### config.mk
export PLATFORM = sky130hd
export DESIGN_NAME = adcsq_top
export DESIGN_NICKNAME = d
export VERILOG_FILES = /design/src/inc/adcsq_pkg.sv /design/src/inc/adcsq_tick_if.sv /design/src/hw/adcsq_tick_gen.sv /design/src/hw/adcsq_input_mux.sv /design/src/hw/adcsq_top.sv
export VERILOG_INCLUDE_DIRS = /design/src /design/src/inc
export SDC_FILE = /design/constraint.sdc
export NUM_CORES = 1
export LEC_CHECK = 0
export BUFFER_PORTS_ARGS = -buffer_cell sky130_fd_sc_hd__buf_2
export CORE_ASPECT_RATIO = 0.9
export CORE_MARGIN = 10
export CORE_UTILIZATION = 60
export CTS_BUF_LIST = sky130_fd_sc_hd__clkbuf_8
export DETAILED_ROUTE_END_ITERATION = 12
export GPL_ROUTABILITY_DRIVEN = 1
export PLACE_DENSITY = 0.78
export SLEW_MARGIN = 20
export SYNTH_ARGS = -nofsm -noshare
export SYNTH_HDL_FRONTEND = slang
export SYNTH_SLANG_ARGS = --single-unit
### constraint.sdc
create_clock -name aclk -period 4.7 [get_ports aclk]
set_input_delay 0.705 -clock aclk [delete_from_list [all_inputs] [get_ports aclk]]
set_output_delay 0.705 -clock aclk [all_outputs]
set_load 0.02 [all_outputs]
### src/inc/adcsq_defs.svh
// Offsets, field positions, reset values and timing counts of the sequencer
// Assumes inclusion by the design files and the bench by bare name
`ifndef ADCSQ_DEFS_SVH
`define ADCSQ_DEFS_SVH

`define ADCSQ_OFF_CTRL1 12'h000
`define ADCSQ_OFF_CTRL2 12'h004
`define ADCSQ_OFF_CTRL3 12'h008
`define ADCSQ_OFF_INSEL 12'h00C
`define ADCSQ_OFF_SCAN 12'h010
`define ADCSQ_OFF_STAT 12'h014

`define ADCSQ_CTRL1_MASK 32'h000080E4
`define ADCSQ_CTRL2_MASK 32'h0000F43F
`define ADCSQ_CTRL3_MASK 32'h00009FFF
`define ADCSQ_INSEL_MASK 32'h8F8F0000
`define ADCSQ_SCAN_MASK 32'h0000FFFF
`define ADCSQ_RESET_VALUE 32'h00000000

`define ADCSQ_BIT_ON 15
`define ADCSQ_TRIG_LSB 5
`define ADCSQ_BIT_ASAM 2
`define ADCSQ_BIT_SAMP_START 1
`define ADCSQ_REF_LSB 13
`define ADCSQ_BIT_OFFSET_CALIBRATION_ENABLE 12
`define ADCSQ_BIT_SCAN 10
`define ADCSQ_BIT_FILL 7
`define ADCSQ_SPI_LSB 2
`define ADCSQ_BIT_SPLIT 1
`define ADCSQ_BIT_ALT 0
`define ADCSQ_BIT_CLKSRC 15
`define ADCSQ_SAMT_LSB 8
`define ADCSQ_DIV_LSB 0
`define ADCSQ_BIT_NEG_B 31
`define ADCSQ_POS_B_LSB 24
`define ADCSQ_BIT_NEG_A 23
`define ADCSQ_POS_A_LSB 16

`define ADCSQ_TRIG_AUTO 3'h7
`define ADCSQ_POS_TEMP 4'hD
`define ADCSQ_POS_IREF 4'hE
`define ADCSQ_POS_OPEN 4'hF
`define ADCSQ_NUM_PINS 13
`define ADCSQ_HALF_BASE 4'h8
`define ADCSQ_CONV_TADS 5'h0C

`endif

### src/inc/adcsq_pkg.sv
// Types of the converter sequencer
// Assumes the defs header is on the include path
package adcsq_pkg;
    // Reference pair selection
    typedef enum logic [1:0] {
        ADCSQ_REF_INT = 2'h0,
        ADCSQ_REF_EXT_HI = 2'h1,
        ADCSQ_REF_EXT_LO = 2'h2,
        ADCSQ_REF_EXT_BOTH = 2'h3
    } adcsq_ref_t;

    // Sequencer states, Gray coded along idle, sample, convert, done
    typedef enum logic [1:0] {
        ADCSQ_IDLE = 2'b00,
        ADCSQ_SAMPLE = 2'b01,
        ADCSQ_CONVERT = 2'b11,
        ADCSQ_DONE = 2'b10
    } adcsq_state_t;
endpackage

### src/inc/adcsq_tick_if.sv
// Interface carrying the conversion clock tick between sequencer parts
// Assumes one clock domain
`timescale 1ns/1ps
`default_nettype none
interface adcsq_tick_if;
    logic [7:0] divider;
    logic use_rc;
    logic rc_tick;
    logic tick;
    modport gen (input divider, input use_rc, input rc_tick, output tick);
    modport use_side (output divider, output use_rc, output rc_tick, input tick);
endinterface
`default_nettype wire

### src/hw/adcsq_tick_gen.sv
// Conversion clock tick generator
// Assumes rc_tick is a synchronous one-cycle pulse from the RC oscillator domain
`timescale 1ns/1ps
`default_nettype none
module adcsq_tick_gen (
    input wire logic aclk,
    input wire logic aresetn,
    adcsq_tick_if.gen tk
);
    import adcsq_pkg::*;
    logic [8:0] cnt_ff;
    logic tick_ff;
    logic [8:0] half_cnt;
    logic bus_wrap;

    // Half period is divider+1 bus cycles, period 2*(divider+1)
    assign half_cnt = {1'b0, tk.divider};
    assign bus_wrap = (cnt_ff >= {half_cnt[7:0], 1'b1});
    assign tk.tick = tick_ff;

    ////////////////////////////////////////////////////////////////////////
    // Counter runs only from the bus clock; divider ignored on RC
    always_ff @(posedge aclk) begin
        if (!aresetn) begin
            cnt_ff <= 9'h000;
            tick_ff <= 1'b0;
        end else if (tk.use_rc) begin
            cnt_ff <= 9'h000;
            tick_ff <= tk.rc_tick;
        end else begin
            cnt_ff <= bus_wrap ? 9'h000 : cnt_ff + 9'h001;
            tick_ff <= bus_wrap;
        end
    end
endmodule
`default_nettype wire

### src/hw/adcsq_input_mux.sv
// Positive/negative input selection for one multiplexer setting
// Assumes codes per the defs header; outputs are combinational
`timescale 1ns/1ps
`default_nettype none
`include "adcsq_defs.svh"
module adcsq_input_mux (
    input wire logic [3:0] pos_sel,
    input wire logic neg_sel,
    input wire logic offset_calibration_enable,
    output logic [3:0] pos_code,
    output logic pos_open,
    output logic pos_is_lowref,
    output logic neg_is_an1
);
    import adcsq_pkg::*;
    // Offset calibration ties both inputs to the low reference
    assign pos_open = !offset_calibration_enable && (pos_sel == `ADCSQ_POS_OPEN);
    assign pos_is_lowref = offset_calibration_enable;
    assign pos_code = offset_calibration_enable ? 4'h0 : pos_sel;
    assign neg_is_an1 = !offset_calibration_enable && neg_sel;
endmodule
`default_nettype wire

### src/hw/adcsq_top.sv
// Converter sequencing control with AXI4-Lite register slave
// Assumes single clock aclk; analog core acknowledges with conv_done pulse
`timescale 1ns/1ps
`default_nettype none
`include "adcsq_defs.svh"
module adcsq_top (
    input wire logic aclk,
    input wire logic aresetn,
    input wire logic [11:0] s_axi_awaddr,
    input wire logic s_axi_awvalid,
    output logic s_axi_awready,
    input wire logic [31:0] s_axi_wdata,
    input wire logic [3:0] s_axi_wstrb,
    input wire logic s_axi_wvalid,
    output logic s_axi_wready,
    output logic [1:0] s_axi_bresp,
    output logic s_axi_bvalid,
    input wire logic s_axi_bready,
    input wire logic [11:0] s_axi_araddr,
    input wire logic s_axi_arvalid,
    output logic s_axi_arready,
    output logic [31:0] s_axi_rdata,
    output logic [1:0] s_axi_rresp,
    output logic s_axi_rvalid,
    input wire logic s_axi_rready,
    input wire logic rc_tick,
    input wire logic manual_convert,
    input wire logic conv_done,
    output logic [3:0] pos_code,
    output logic pos_open,
    output logic pos_is_lowref,
    output logic neg_is_an1,
    output adcsq_pkg::adcsq_ref_t ref_sel,
    output logic sampling,
    output logic converting,
    output logic [3:0] result_addr,
    output logic result_we,
    output logic conv_irq
);
    import adcsq_pkg::*;

    ////////////////////////////////////////////////////////////////////////
    // Register storage
    logic [31:0] ctrl1_ff, ctrl2_ff, ctrl3_ff, insel_ff, scan_ff;
    logic aw_ff, w_ff;
    logic [11:0] awaddr_ff;
    logic [31:0] wdata_ff;
    logic [3:0] wstrb_ff;
    logic bvalid_ff, rvalid_ff;
    logic [1:0] bresp_ff, rresp_ff;
    logic [31:0] rdata_ff;

    // Sequencer state
    adcsq_state_t state_ff, nxt_state;
    logic [4:0] tad_cnt_ff;
    logic [3:0] seq_cnt_ff;
    logic [3:0] scan_idx_ff;
    logic use_b_ff;
    logic fill_half_ff;
    logic [3:0] wr_ptr_ff;
    logic [3:0] waddr_ff;
    logic irq_ff, we_ff;

    // Write channel capture and decode
    wire do_write = aw_ff && w_ff && !bvalid_ff;
    wire [31:0] wmask = {{8{wstrb_ff[3]}}, {8{wstrb_ff[2]}}, {8{wstrb_ff[1]}},
        {8{wstrb_ff[0]}}};
    wire hit_c1 = (awaddr_ff == `ADCSQ_OFF_CTRL1);
    wire hit_c2 = (awaddr_ff == `ADCSQ_OFF_CTRL2);
    wire hit_c3 = (awaddr_ff == `ADCSQ_OFF_CTRL3);
    wire hit_in = (awaddr_ff == `ADCSQ_OFF_INSEL);
    wire hit_sc = (awaddr_ff == `ADCSQ_OFF_SCAN);
    wire w_ok = hit_c1 | hit_c2 | hit_c3 | hit_in | hit_sc;

    // Field extraction
    wire mod_on = ctrl1_ff[`ADCSQ_BIT_ON];
    wire [2:0] trig = ctrl1_ff[`ADCSQ_TRIG_LSB +: 3];
    wire auto_start = ctrl1_ff[`ADCSQ_BIT_ASAM];
    wire [2:0] ref_code = ctrl2_ff[`ADCSQ_REF_LSB +: 3];
    wire offset_calibration_enable = ctrl2_ff[`ADCSQ_BIT_OFFSET_CALIBRATION_ENABLE];
    wire scan_en = ctrl2_ff[`ADCSQ_BIT_SCAN];
    wire [3:0] spi_n = ctrl2_ff[`ADCSQ_SPI_LSB +: 4];
    wire split = ctrl2_ff[`ADCSQ_BIT_SPLIT];
    wire alt = ctrl2_ff[`ADCSQ_BIT_ALT];
    wire [4:0] samt = ctrl3_ff[`ADCSQ_SAMT_LSB +: 5];
    wire [15:0] smask = scan_ff[15:0];

    // Conversion clock tick
    adcsq_tick_if tk ();
    assign tk.divider = ctrl3_ff[`ADCSQ_DIV_LSB +: 8];
    assign tk.use_rc = ctrl3_ff[`ADCSQ_BIT_CLKSRC];
    assign tk.rc_tick = rc_tick;
    adcsq_tick_gen u_tick (
        .aclk(aclk),
        .aresetn(aresetn),
        .tk(tk)
    );

    ////////////////////////////////////////////////////////////////////////
    // AXI4-Lite write path: take address and data in any order
    always_ff @(posedge aclk) begin
        if (!aresetn) begin
            aw_ff <= 1'b0;
            w_ff <= 1'b0;
            awaddr_ff <= 12'h000;
            wdata_ff <= 32'h00000000;
            wstrb_ff <= 4'h0;
        end else begin
            if (s_axi_awvalid && !aw_ff) begin
                aw_ff <= 1'b1;
                awaddr_ff <= {s_axi_awaddr[11:2], 2'b00};
            end else if (do_write) begin
                aw_ff <= 1'b0;
            end
            if (s_axi_wvalid && !w_ff) begin
                w_ff <= 1'b1;
                wdata_ff <= s_axi_wdata;
                wstrb_ff <= s_axi_wstrb;
            end else if (do_write) begin
                w_ff <= 1'b0;
            end
        end
    end

    // Write response
    always_ff @(posedge aclk) begin
        if (!aresetn) begin
            bvalid_ff <= 1'b0;
            bresp_ff <= 2'h0;
        end else if (do_write) begin
            bvalid_ff <= 1'b1;
            bresp_ff <= w_ok ? 2'h0 : 2'h2;
        end else if (s_axi_bready) begin
            bvalid_ff <= 1'b0;
        end
    end
    assign s_axi_awready = !aw_ff;
    assign s_axi_wready = !w_ff;
    assign s_axi_bvalid = bvalid_ff;
    assign s_axi_bresp = bresp_ff;

    // Merge a write under the byte strobes and the implemented-bit mask
    function automatic logic [31:0] merge(input logic [31:0] old,
        input logic [31:0] val, input logic [31:0] bm, input logic [31:0] im);
        merge = ((old & ~bm) | (val & bm)) & im;
    endfunction

    ////////////////////////////////////////////////////////////////////////
    // Control registers; fill status is hardware-owned and not stored here
    always_ff @(posedge aclk) begin
        if (!aresetn) begin
            ctrl1_ff <= `ADCSQ_RESET_VALUE;
            ctrl2_ff <= `ADCSQ_RESET_VALUE;
            ctrl3_ff <= `ADCSQ_RESET_VALUE;
            insel_ff <= `ADCSQ_RESET_VALUE;
            scan_ff <= `ADCSQ_RESET_VALUE;
        end else if (do_write) begin
            if (hit_c1) ctrl1_ff <= merge(ctrl1_ff, wdata_ff, wmask, `ADCSQ_CTRL1_MASK);
            if (hit_c2) ctrl2_ff <= merge(ctrl2_ff, wdata_ff, wmask, `ADCSQ_CTRL2_MASK);
            if (hit_c3) ctrl3_ff <= merge(ctrl3_ff, wdata_ff, wmask, `ADCSQ_CTRL3_MASK);
            if (hit_in) insel_ff <= merge(insel_ff, wdata_ff, wmask, `ADCSQ_INSEL_MASK);
            if (hit_sc) scan_ff <= merge(scan_ff, wdata_ff, wmask, `ADCSQ_SCAN_MASK);
        end
    end

    ////////////////////////////////////////////////////////////////////////
    // Read decode; fill status merged into control two
    wire [31:0] stat_word = {24'h000000, irq_ff, fill_half_ff, wr_ptr_ff,
        state_ff};
    wire [31:0] c2_read = ctrl2_ff | ({31'h0, fill_half_ff} << `ADCSQ_BIT_FILL);
    wire [11:0] raddr = {s_axi_araddr[11:2], 2'b00};
    logic [31:0] rd_word;
    logic rd_ok;
    always_comb begin
        rd_ok = 1'b1;
        unique case (raddr)
            `ADCSQ_OFF_CTRL1: rd_word = ctrl1_ff;
            `ADCSQ_OFF_CTRL2: rd_word = c2_read;
            `ADCSQ_OFF_CTRL3: rd_word = ctrl3_ff;
            `ADCSQ_OFF_INSEL: rd_word = insel_ff;
            `ADCSQ_OFF_SCAN: rd_word = scan_ff;
            `ADCSQ_OFF_STAT: rd_word = stat_word;
            default: begin
                rd_word = 32'h00000000;
                rd_ok = 1'b0;
            end
        endcase
    end

    // Read response, one cycle after address accept
    always_ff @(posedge aclk) begin
        if (!aresetn) begin
            rvalid_ff <= 1'b0;
            rdata_ff <= 32'h00000000;
            rresp_ff <= 2'h0;
        end else if (s_axi_arvalid && !rvalid_ff) begin
            rvalid_ff <= 1'b1;
            rdata_ff <= rd_word;
            rresp_ff <= rd_ok ? 2'h0 : 2'h2;
        end else if (s_axi_rready) begin
            rvalid_ff <= 1'b0;
        end
    end
    assign s_axi_arready = !rvalid_ff;
    assign s_axi_rvalid = rvalid_ff;
    assign s_axi_rdata = rdata_ff;
    assign s_axi_rresp = rresp_ff;

    ////////////////////////////////////////////////////////////////////////
    // Reference pair decode
    adcsq_ref_t ref_nxt;
    assign ref_nxt = ref_code[2] ? ADCSQ_REF_INT : adcsq_ref_t'(ref_code[1:0]);

    // Next scan index: first set mask bit above current, wrapping
    logic [3:0] scan_next;
    logic [3:0] probe;
    always_comb begin
        scan_next = scan_idx_ff;
        probe = 4'h0;
        for (int k = 16; k >= 1; k--) begin
            probe = scan_idx_ff + 4'(k);
            if (smask[probe]) scan_next = probe;
        end
    end

    // Multiplexer setting in use and scan mapping
    wire [3:0] pos_a = insel_ff[`ADCSQ_POS_A_LSB +: 4];
    wire [3:0] pos_b = insel_ff[`ADCSQ_POS_B_LSB +: 4];
    wire neg_a = insel_ff[`ADCSQ_BIT_NEG_A];
    wire neg_b = insel_ff[`ADCSQ_BIT_NEG_B];
    wire sel_b = alt && use_b_ff;
    wire [3:0] mux_pos = sel_b ? pos_b : pos_a;
    // Mask places 0-12 name pins; places beyond the fitted pin count have none
    wire absent = (scan_idx_ff < 4'hD) && (5'(scan_idx_ff) >= 5'(`ADCSQ_NUM_PINS));
    wire [3:0] scan_pos = scan_idx_ff; // 13 temperature, 14 ref, 15 open
    wire [3:0] eff_pos = scan_en ? scan_pos : mux_pos;
    wire scan_low = scan_en && absent;
    logic [3:0] m_code;
    logic m_open, m_low, m_neg;
    adcsq_input_mux u_mux (
        .pos_sel(eff_pos),
        .neg_sel(sel_b ? neg_b : neg_a),
        .offset_calibration_enable(offset_calibration_enable || scan_low),
        .pos_code(m_code),
        .pos_open(m_open),
        .pos_is_lowref(m_low),
        .neg_is_an1(m_neg)
    );

    ////////////////////////////////////////////////////////////////////////
    // Sequencer transitions
    wire auto_trig = (trig == `ADCSQ_TRIG_AUTO);
    // Under the auto trigger, the tick that completes a nonzero programmed count of periods ends sampling
    wire samt_done = (tad_cnt_ff >= samt - 5'h01) && (samt != 5'h00);
    wire end_sample = auto_trig ? (tk.tick && samt_done) : manual_convert;
    wire seq_last = (seq_cnt_ff == spi_n);
    wire scan_step = scan_en && (state_ff == ADCSQ_IDLE) && (nxt_state == ADCSQ_SAMPLE);
    always_comb begin
        nxt_state = state_ff;
        unique case (state_ff)
            ADCSQ_IDLE: if (mod_on && auto_start) nxt_state = ADCSQ_SAMPLE;
            ADCSQ_SAMPLE: if (end_sample) nxt_state = ADCSQ_CONVERT;
            ADCSQ_CONVERT: if (conv_done) nxt_state = ADCSQ_DONE;
            ADCSQ_DONE: nxt_state = ADCSQ_IDLE;
        endcase
        if (!mod_on) nxt_state = ADCSQ_IDLE;
    end

    // Sequencer registers
    always_ff @(posedge aclk) begin
        if (!aresetn) begin
            state_ff <= ADCSQ_IDLE;
            tad_cnt_ff <= 5'h00;
            seq_cnt_ff <= 4'h0;
            scan_idx_ff <= 4'hF;
            waddr_ff <= 4'h0;
            use_b_ff <= 1'b0;
            fill_half_ff <= 1'b0;
            wr_ptr_ff <= 4'h0;
            irq_ff <= 1'b0;
            we_ff <= 1'b0;
        end else begin
            state_ff <= nxt_state;
            irq_ff <= 1'b0;
            we_ff <= 1'b0;
            if (state_ff != ADCSQ_SAMPLE) tad_cnt_ff <= 5'h00;
            else if (tk.tick && tad_cnt_ff != 5'h1F) tad_cnt_ff <= tad_cnt_ff + 5'h01;
            // Land on the next included input as each sample starts
            if (!mod_on) scan_idx_ff <= 4'hF;
            else if (scan_step) scan_idx_ff <= scan_next;
            if (!mod_on) begin
                seq_cnt_ff <= 4'h0;
                use_b_ff <= 1'b0;
                wr_ptr_ff <= 4'h0;
            end else if (state_ff == ADCSQ_DONE) begin
                we_ff <= 1'b1;
                wr_ptr_ff <= wr_ptr_ff + 4'h1;
                use_b_ff <= !use_b_ff;
                waddr_ff <= wr_ptr_ff; // Location of the result written now
                if (seq_last) begin
                    seq_cnt_ff <= 4'h0;
                    irq_ff <= 1'b1;
                    fill_half_ff <= split ? !fill_half_ff : 1'b0;
                    wr_ptr_ff <= (split && !fill_half_ff) ? `ADCSQ_HALF_BASE : 4'h0;
                end else begin
                    seq_cnt_ff <= seq_cnt_ff + 4'h1;
                end
            end
        end
    end

    // Registered outputs to the analog core
    always_ff @(posedge aclk) begin
        if (!aresetn) begin
            pos_code <= 4'h0;
            pos_open <= 1'b0;
            pos_is_lowref <= 1'b0;
            neg_is_an1 <= 1'b0;
            ref_sel <= ADCSQ_REF_INT;
            sampling <= 1'b0;
            converting <= 1'b0;
        end else begin
            pos_code <= m_code;
            pos_open <= m_open;
            pos_is_lowref <= m_low;
            neg_is_an1 <= m_neg;
            ref_sel <= ref_nxt;
            sampling <= (nxt_state == ADCSQ_SAMPLE); // Tracks state_ff exactly
            converting <= (nxt_state == ADCSQ_CONVERT);
        end
    end
    assign result_addr = waddr_ff;
    assign result_we = we_ff;
    assign conv_irq = irq_ff;
endmodule
`default_nettype wire

After elaboration in Yosys (flattened, before gate mapping)
Index checks and enable logic that the tools add are counted.
{"block": "totals", "ram_bits": 0, "mem_bits_ro": 0, "out_inout_bits": 58, "ff_bits": 190, "mem_count": 0, "latch_bits": 0}
{"block": "classes", "order_cmp": 19, "mux": 72, "multipliers": 0, "shift": 0, "eq_ne": 19, "div": 0, "addsub": 20, "reduce_logical": 49, "n_bitwise": 18}
{"op": "32-bit one-hot mux with 6 select lines", "n": 1}
{"op": "4-bit 2-to-1 mux", "n": 20}
{"op": "4-bit by 5-bit < comparator with 1-bit output (second input constant)", "n": 15}
{"op": "16-bit bitwise AND", "n": 4}
{"op": "32-bit bitwise AND", "n": 2}
{"op": "16-bit bitwise OR", "n": 4}
{"op": "1-bit binary-select mux with 4-bit select", "n": 15}
{"op": "10-bit by 2-bit == test with 1-bit output (second input constant)", "n": 4}
{"op": "4-bit adder (second input constant)", "n": 8}
{"op": "32-bit inverter", "n": 1}
{"op": "32-bit bitwise OR", "n": 1}
{"op": "10-bit by 3-bit == test with 1-bit output (second input constant)", "n": 3}
{"op": "1-bit 2-to-1 mux", "n": 29}
{"op": "12-bit logical NOT", "n": 2}
{"op": "10-bit by 1-bit == test with 1-bit output (second input constant)", "n": 2}
{"op": "1-bit logical AND", "n": 17}
{"op": "4-bit by 3-bit adder with 4-bit output (second input constant)", "n": 4}
{"op": "16-bit by 8-bit bitwise OR with 16-bit output", "n": 1}
{"op": "2-bit AND reduction", "n": 8}
{"op": "15-bit nonzero test", "n": 1}
{"op": "4-bit by 1-bit adder with 4-bit output (second input constant)", "n": 3}
{"op": "2-bit 2-to-1 mux", "n": 6}
{"op": "9-bit by 1-bit adder with 9-bit output (second input constant)", "n": 1}
{"op": "9-bit greater-or-equal comparator", "n": 1}
{"op": "other kinds (25)", "n": 44}

Depth between registers and ports, before layout
{"block": "depth", "depth_word": 18, "ltp_mapped": 18}

Cells and area by module
From an unflattened synthesis, not the netlist that was laid out.
{"block": "unflattened", "cells_unflattened": 1095, "hier_area_um2": 9760.6}
{"module": "adcsq_top", "cells_each": 1022, "n_inst": 1, "area_each_um2": 9111.2}
{"module": "adcsq_tick_gen", "cells_each": 66, "n_inst": 1, "area_each_um2": 589.3}
{"module": "adcsq_input_mux", "cells_each": 7, "n_inst": 1, "area_each_um2": 60.1}

Worst setup path before layout
Ideal clock, no wire load.
{"block": "synth_timing", "path_type": "register to register", "startpoint": "reg scan_idx_ff[0]", "endpoint": "reg scan_idx_ff[2]", "arrival_ps": 3518, "n_path_buf": 6, "synth_period_minus_slack_ps": 3639, "stages_incl_launch_ff": 18, "setup_slack_ps": 1061, "path_cell_list": "dfxtp_1 buf_6 buf_12 inv_2 buf_4 buf_6 ha_1 buf_2 buf_6 mux2_2 mux4_2 mux2i_2 and2_1 nand4_1 o31ai_4 nor3_1 nor3_2 a21oi_1"}
{"block": "synth_via", "elab_chain_cells": 17, "word_cells_on_any_way": 62, "cone_classes": "15 x add/sub; 45 x mux; 2 x reduce/logical"}
{"element": "from (decl)", "line_no": "adcsq_top.sv:57", "text": "logic [3:0] scan_idx_ff;"}
{"element": "from (signal assigned)", "line_no": "adcsq_top.sv:290", "text": "else if (scan_step) scan_idx_ff <= scan_next;"}
{"element": "4-bit adder", "line_no": "adcsq_top.sv:221", "text": "probe = scan_idx_ff + 4'(k);"}
{"element": "1-bit binary-select mux with 4-bit select", "line_no": "adcsq_top.sv:222", "text": "if (smask[probe]) scan_next = probe;"}
{"element": "1-bit 2-to-1 mux (implied by the code)", "line_no": "adcsq_top.sv:222"}
{"element": "4-bit 2-to-1 mux (14 in series)", "line_no": "adcsq_top.sv:222"}
Several ways; a longest one is shown, not always the timed one. The select of a mux whose other input is x is not followed.
A chain may end at the register's enable or synchronous reset.

Final worst setup path
{"block": "layout_timing", "startpoint": "reg scan_idx_ff[1]", "endpoint": "reg scan_idx_ff[1]"}
The elaborated chain is that of the path after synthesis.

==> flow_summary.yaml <==
sta:
  rsz0062_at_grt: "false"
  finalHoldViolCount: 0
  tightest_slew_ns: 1.10
  setup_tns_ns: 0
  period_needed_ns: 3.69
  final.setup_skew_ns: 0.0137
  finalMaxSlewViolations: 0
  max_freq_mhz: 271
  relSlewSlack_pct: 25.8
  final.period_utilization_pct: 78.5
  holdWs_ns: 0.465
  finalSetupViolCount: 0
  finalWorstSetupSlack_ns: 1.01
power_and_ir_drop:
  ir_worst_vdd_v: 0.000276
  power_density_nw_per_um2: 264
  p_leak_uw: 0.00464
die:
  num_rows: 44
  die_h_um: 143
  die_area_um2: 22400
  coreArea_um2: 16300
  initial_core_util_pct: 61.9
  ios: 128
  die_x_um: 157
yosys:
  async_reset_ff_share_pct: 0
  synth_most_common_cell: "nand2_1"
  yosysTopAreaCell: "dfxtp_1"
  netlist_top_cells_count: "nand2_1, dfxtp_1, mux2i_1"
  ys.flop_type: "dfxtp_1"
  muxShareOfSynthArea_pct: 17.8
  synth-edff-count: 0
  synth_fa_ha_area_share_pct: 3.48
  yosys_warnings: 0
  synthCells: 1135
  ys_ff_latch: 176
  synth_top_area_share_pct: 35.0
  syn_area_um2: 10100
  synth_xor_area_share_pct: 3.02
  yosysSeqAreaShare_pct: 35.0
  ys_top_cells_by_area: "dfxtp_1, mux2i_1, nand2_1"
  synth.avg_cell_area_um2: 8.88
  synth.distinct_cells: 70
  synth_compound_area_share_pct: 15.6
  synthSimpleGateAreaFrac_pct: 20.0
  synth_top_family_by_area: "simple AND/OR/NAND/NOR gates"
min_path:
  hold_end: "result_addr[2]$_SDFFE_PN0P_"
  hold_path_class: "reg2reg"
  min_path_cells: 2
  hp-start: "result_addr[2]$_SDFFE_PN0P_"
detailed_routing:
  vias: 8611
  wire_per_inst_um: 19.3
  totalWireLength_mm: 27.6
  dr.pass1.iters: 5
  ant_nets: 0
  drt_iter0_drc: 851
  vias_per_cell: 6.03
  remaining_drc_errors: 0
setup_path:
  arrival_ns: 4.05
  r2r_slack_ns: 1.01
  crit_type: "reg2reg"
  cp-end-kind: "flip-flop"
  critPathRequiredTime_ns: 5.06
  worstSetupStartpoint: "scan_idx_ff[1]$_SDFFE_PN1P_"
  r2r_cells: 12
  startpoint_type: "flip-flop"
  path_max_fanout: 26
  reg2reg_to: "scan_idx_ff[1]$_SDFFE_PN1P_"
  reg2reg_from: "scan_idx_ff[1]$_SDFFE_PN1P_"
clocking:
  ctsHoldBuffers: 0
  ctsRootBufferMaster: "clkbuf_8"
  htree_num_levels: 4
  cts_tree: "yes"
  numCtsBuffers: 17
  clk_path_buf_depth: 2
  clk_pin_slew_ns: 0.09
  cts_resized: 0
  insertion_delay_ns: 0.47
  cts.sinks: 176
  postCtsSetupRepairBufs: 0
place:
  hpwl_mm: 20.2
  place_congestion: 1.00
  port_buffers: 109
  pre_cts_ws_ns: 1.18
global_route:
  grt_pass1_vias: 8223
  grt.total_usage_pct: 24.4
  grt_first_pass_wirelength_mm: 43.7
  antenna_found_initial: 0
  grt_max_degree: 89
  globalRoute.totalOverflow: 0
layout:
  area_delta_synth_final_pct: 9.94
  final_layout_size_suffix_gt1_share_pct: 19.1
  fillers: 1325
  antenna_cells: 0
  nNetsFinal: 1306
outcome:
  status: "finished clean"
job:
  cap_violations: 0
[power breakdown]
part           switching, uW  internal, uW
clock                    625           499
sequential              37.6          1530
combinational            130           109
[final cells by class]
type	instances	area, um2	area share (%)
clock buffer	17	234	2.11
sequential	176	3520	31.8
tap	207	259	2.34
clock inverter	15	190	1.72
inverter	31	116	1.05
multi-input combinational	856	6080	54.9
timing repair buffer	126	676	6.10
[placed cells by master, fill, tap and decap left out, types with 6 or more instances in the layout]
master | synthesis | layout
dfxtp_1 | 176 | 176
conb_1 | 1 | 8
nand2b_1 | 7 | 7
a21boi_0 | 65 | 65
a22o_1 | 6 | 6
a22oi_1 | 18 | 18
nand2_1 | 192 | 192
nand4_1 | 6 | 6
and2_1 | 23 | 23
inv_1 | 29 | 29
and3_1 | 7 | 7
nand3_1 | 31 | 31
ha_1 | 28 | 28
nor2b_1 | 65 | 64
mux2i_1 | 82 | 82
mux2_2 | 31 | 31
o21ai_0 | 31 | 31
buf_2 | 3 | 108
a21o_1 | 9 | 9
xnor2_1 | 16 | 16
a21oi_1 | 30 | 30
a222oi_1 | 10 | 10
a211oi_1 | 9 | 9
xor2_1 | 15 | 15
buf_4 | 12 | 18
nor3_1 | 16 | 15
clkbuf_8 | 0 | 17
nor2_1 | 59 | 59
mux4_2 | 26 | 26
[critical path: stages (launching register included)]
cell and delay, ns:
dfxtp_1 0.42, inv_2 0.07, ha_1 0.27, buf_4 0.35, mux2i_1 0.21, mux2_2 0.36, a222oi_1 0.68, a21oi_1 0.29
a21boi_0 0.21, o221ai_1 0.13, a311oi_1 0.36, o21a_1 0.16, mux2i_1 0.06
[how the worst max path moves through the flow]
stage,endpoint,slack (ns),cells after the start
after floorplan,scan_idx_ff[2]$_SDFFE_PN1P_,1.06,17
after CTS,scan_idx_ff[2]$_SDFFE_PN1P_,1.15,12
after detailed placement,scan_idx_ff[2]$_SDFFE_PN1P_,1.18,12
after global routing,scan_idx_ff[1]$_SDFFE_PN1P_,0.88,12
after global placement,scan_idx_ff[2]$_SDFFE_PN1P_,1.21,12
final,scan_idx_ff[1]$_SDFFE_PN1P_,1.01,12
[layer usage]
layer | up-vias | global-route usage [%] | part of all wire, %
met5 | - | 0 | 0
met4 | 0 | 7.00 | 2.0
met3 | 46 | 7.39 | 11
met2 | 436 | 36.2 | 43
met1 | 4014 | 33.6 | 44
li1 | 4115 | - | -
[per-stage QoR]
stage	util [%]	instance area [um2]	total power [uW]	instances
after detailed placement	65.3	10600	1840	1396
after global placement	65.3	10600	1830	1396
final	68.0	11100	2930	1428
after global routing	68.0	11100	3030	1428
after floorplan	-	10100	1770	1142
after CTS	67.9	11100	2930	1428
[cells by family (layout without fill, tap and decap cells)]
family | Yosys count | count (layout)
and+or+nand+nor | 427 | 427
DFF | 176 | 176
AOI/OAI and AO/OA | 219 | 219
other | 1 | 8
xor gates and xnor gates | 33 | 33
adders and majority gates | 28 | 28
buffers and inverters | 110 | 189
muxes | 141 | 141
Note: power is estimated with default switching activity, not from simulation.
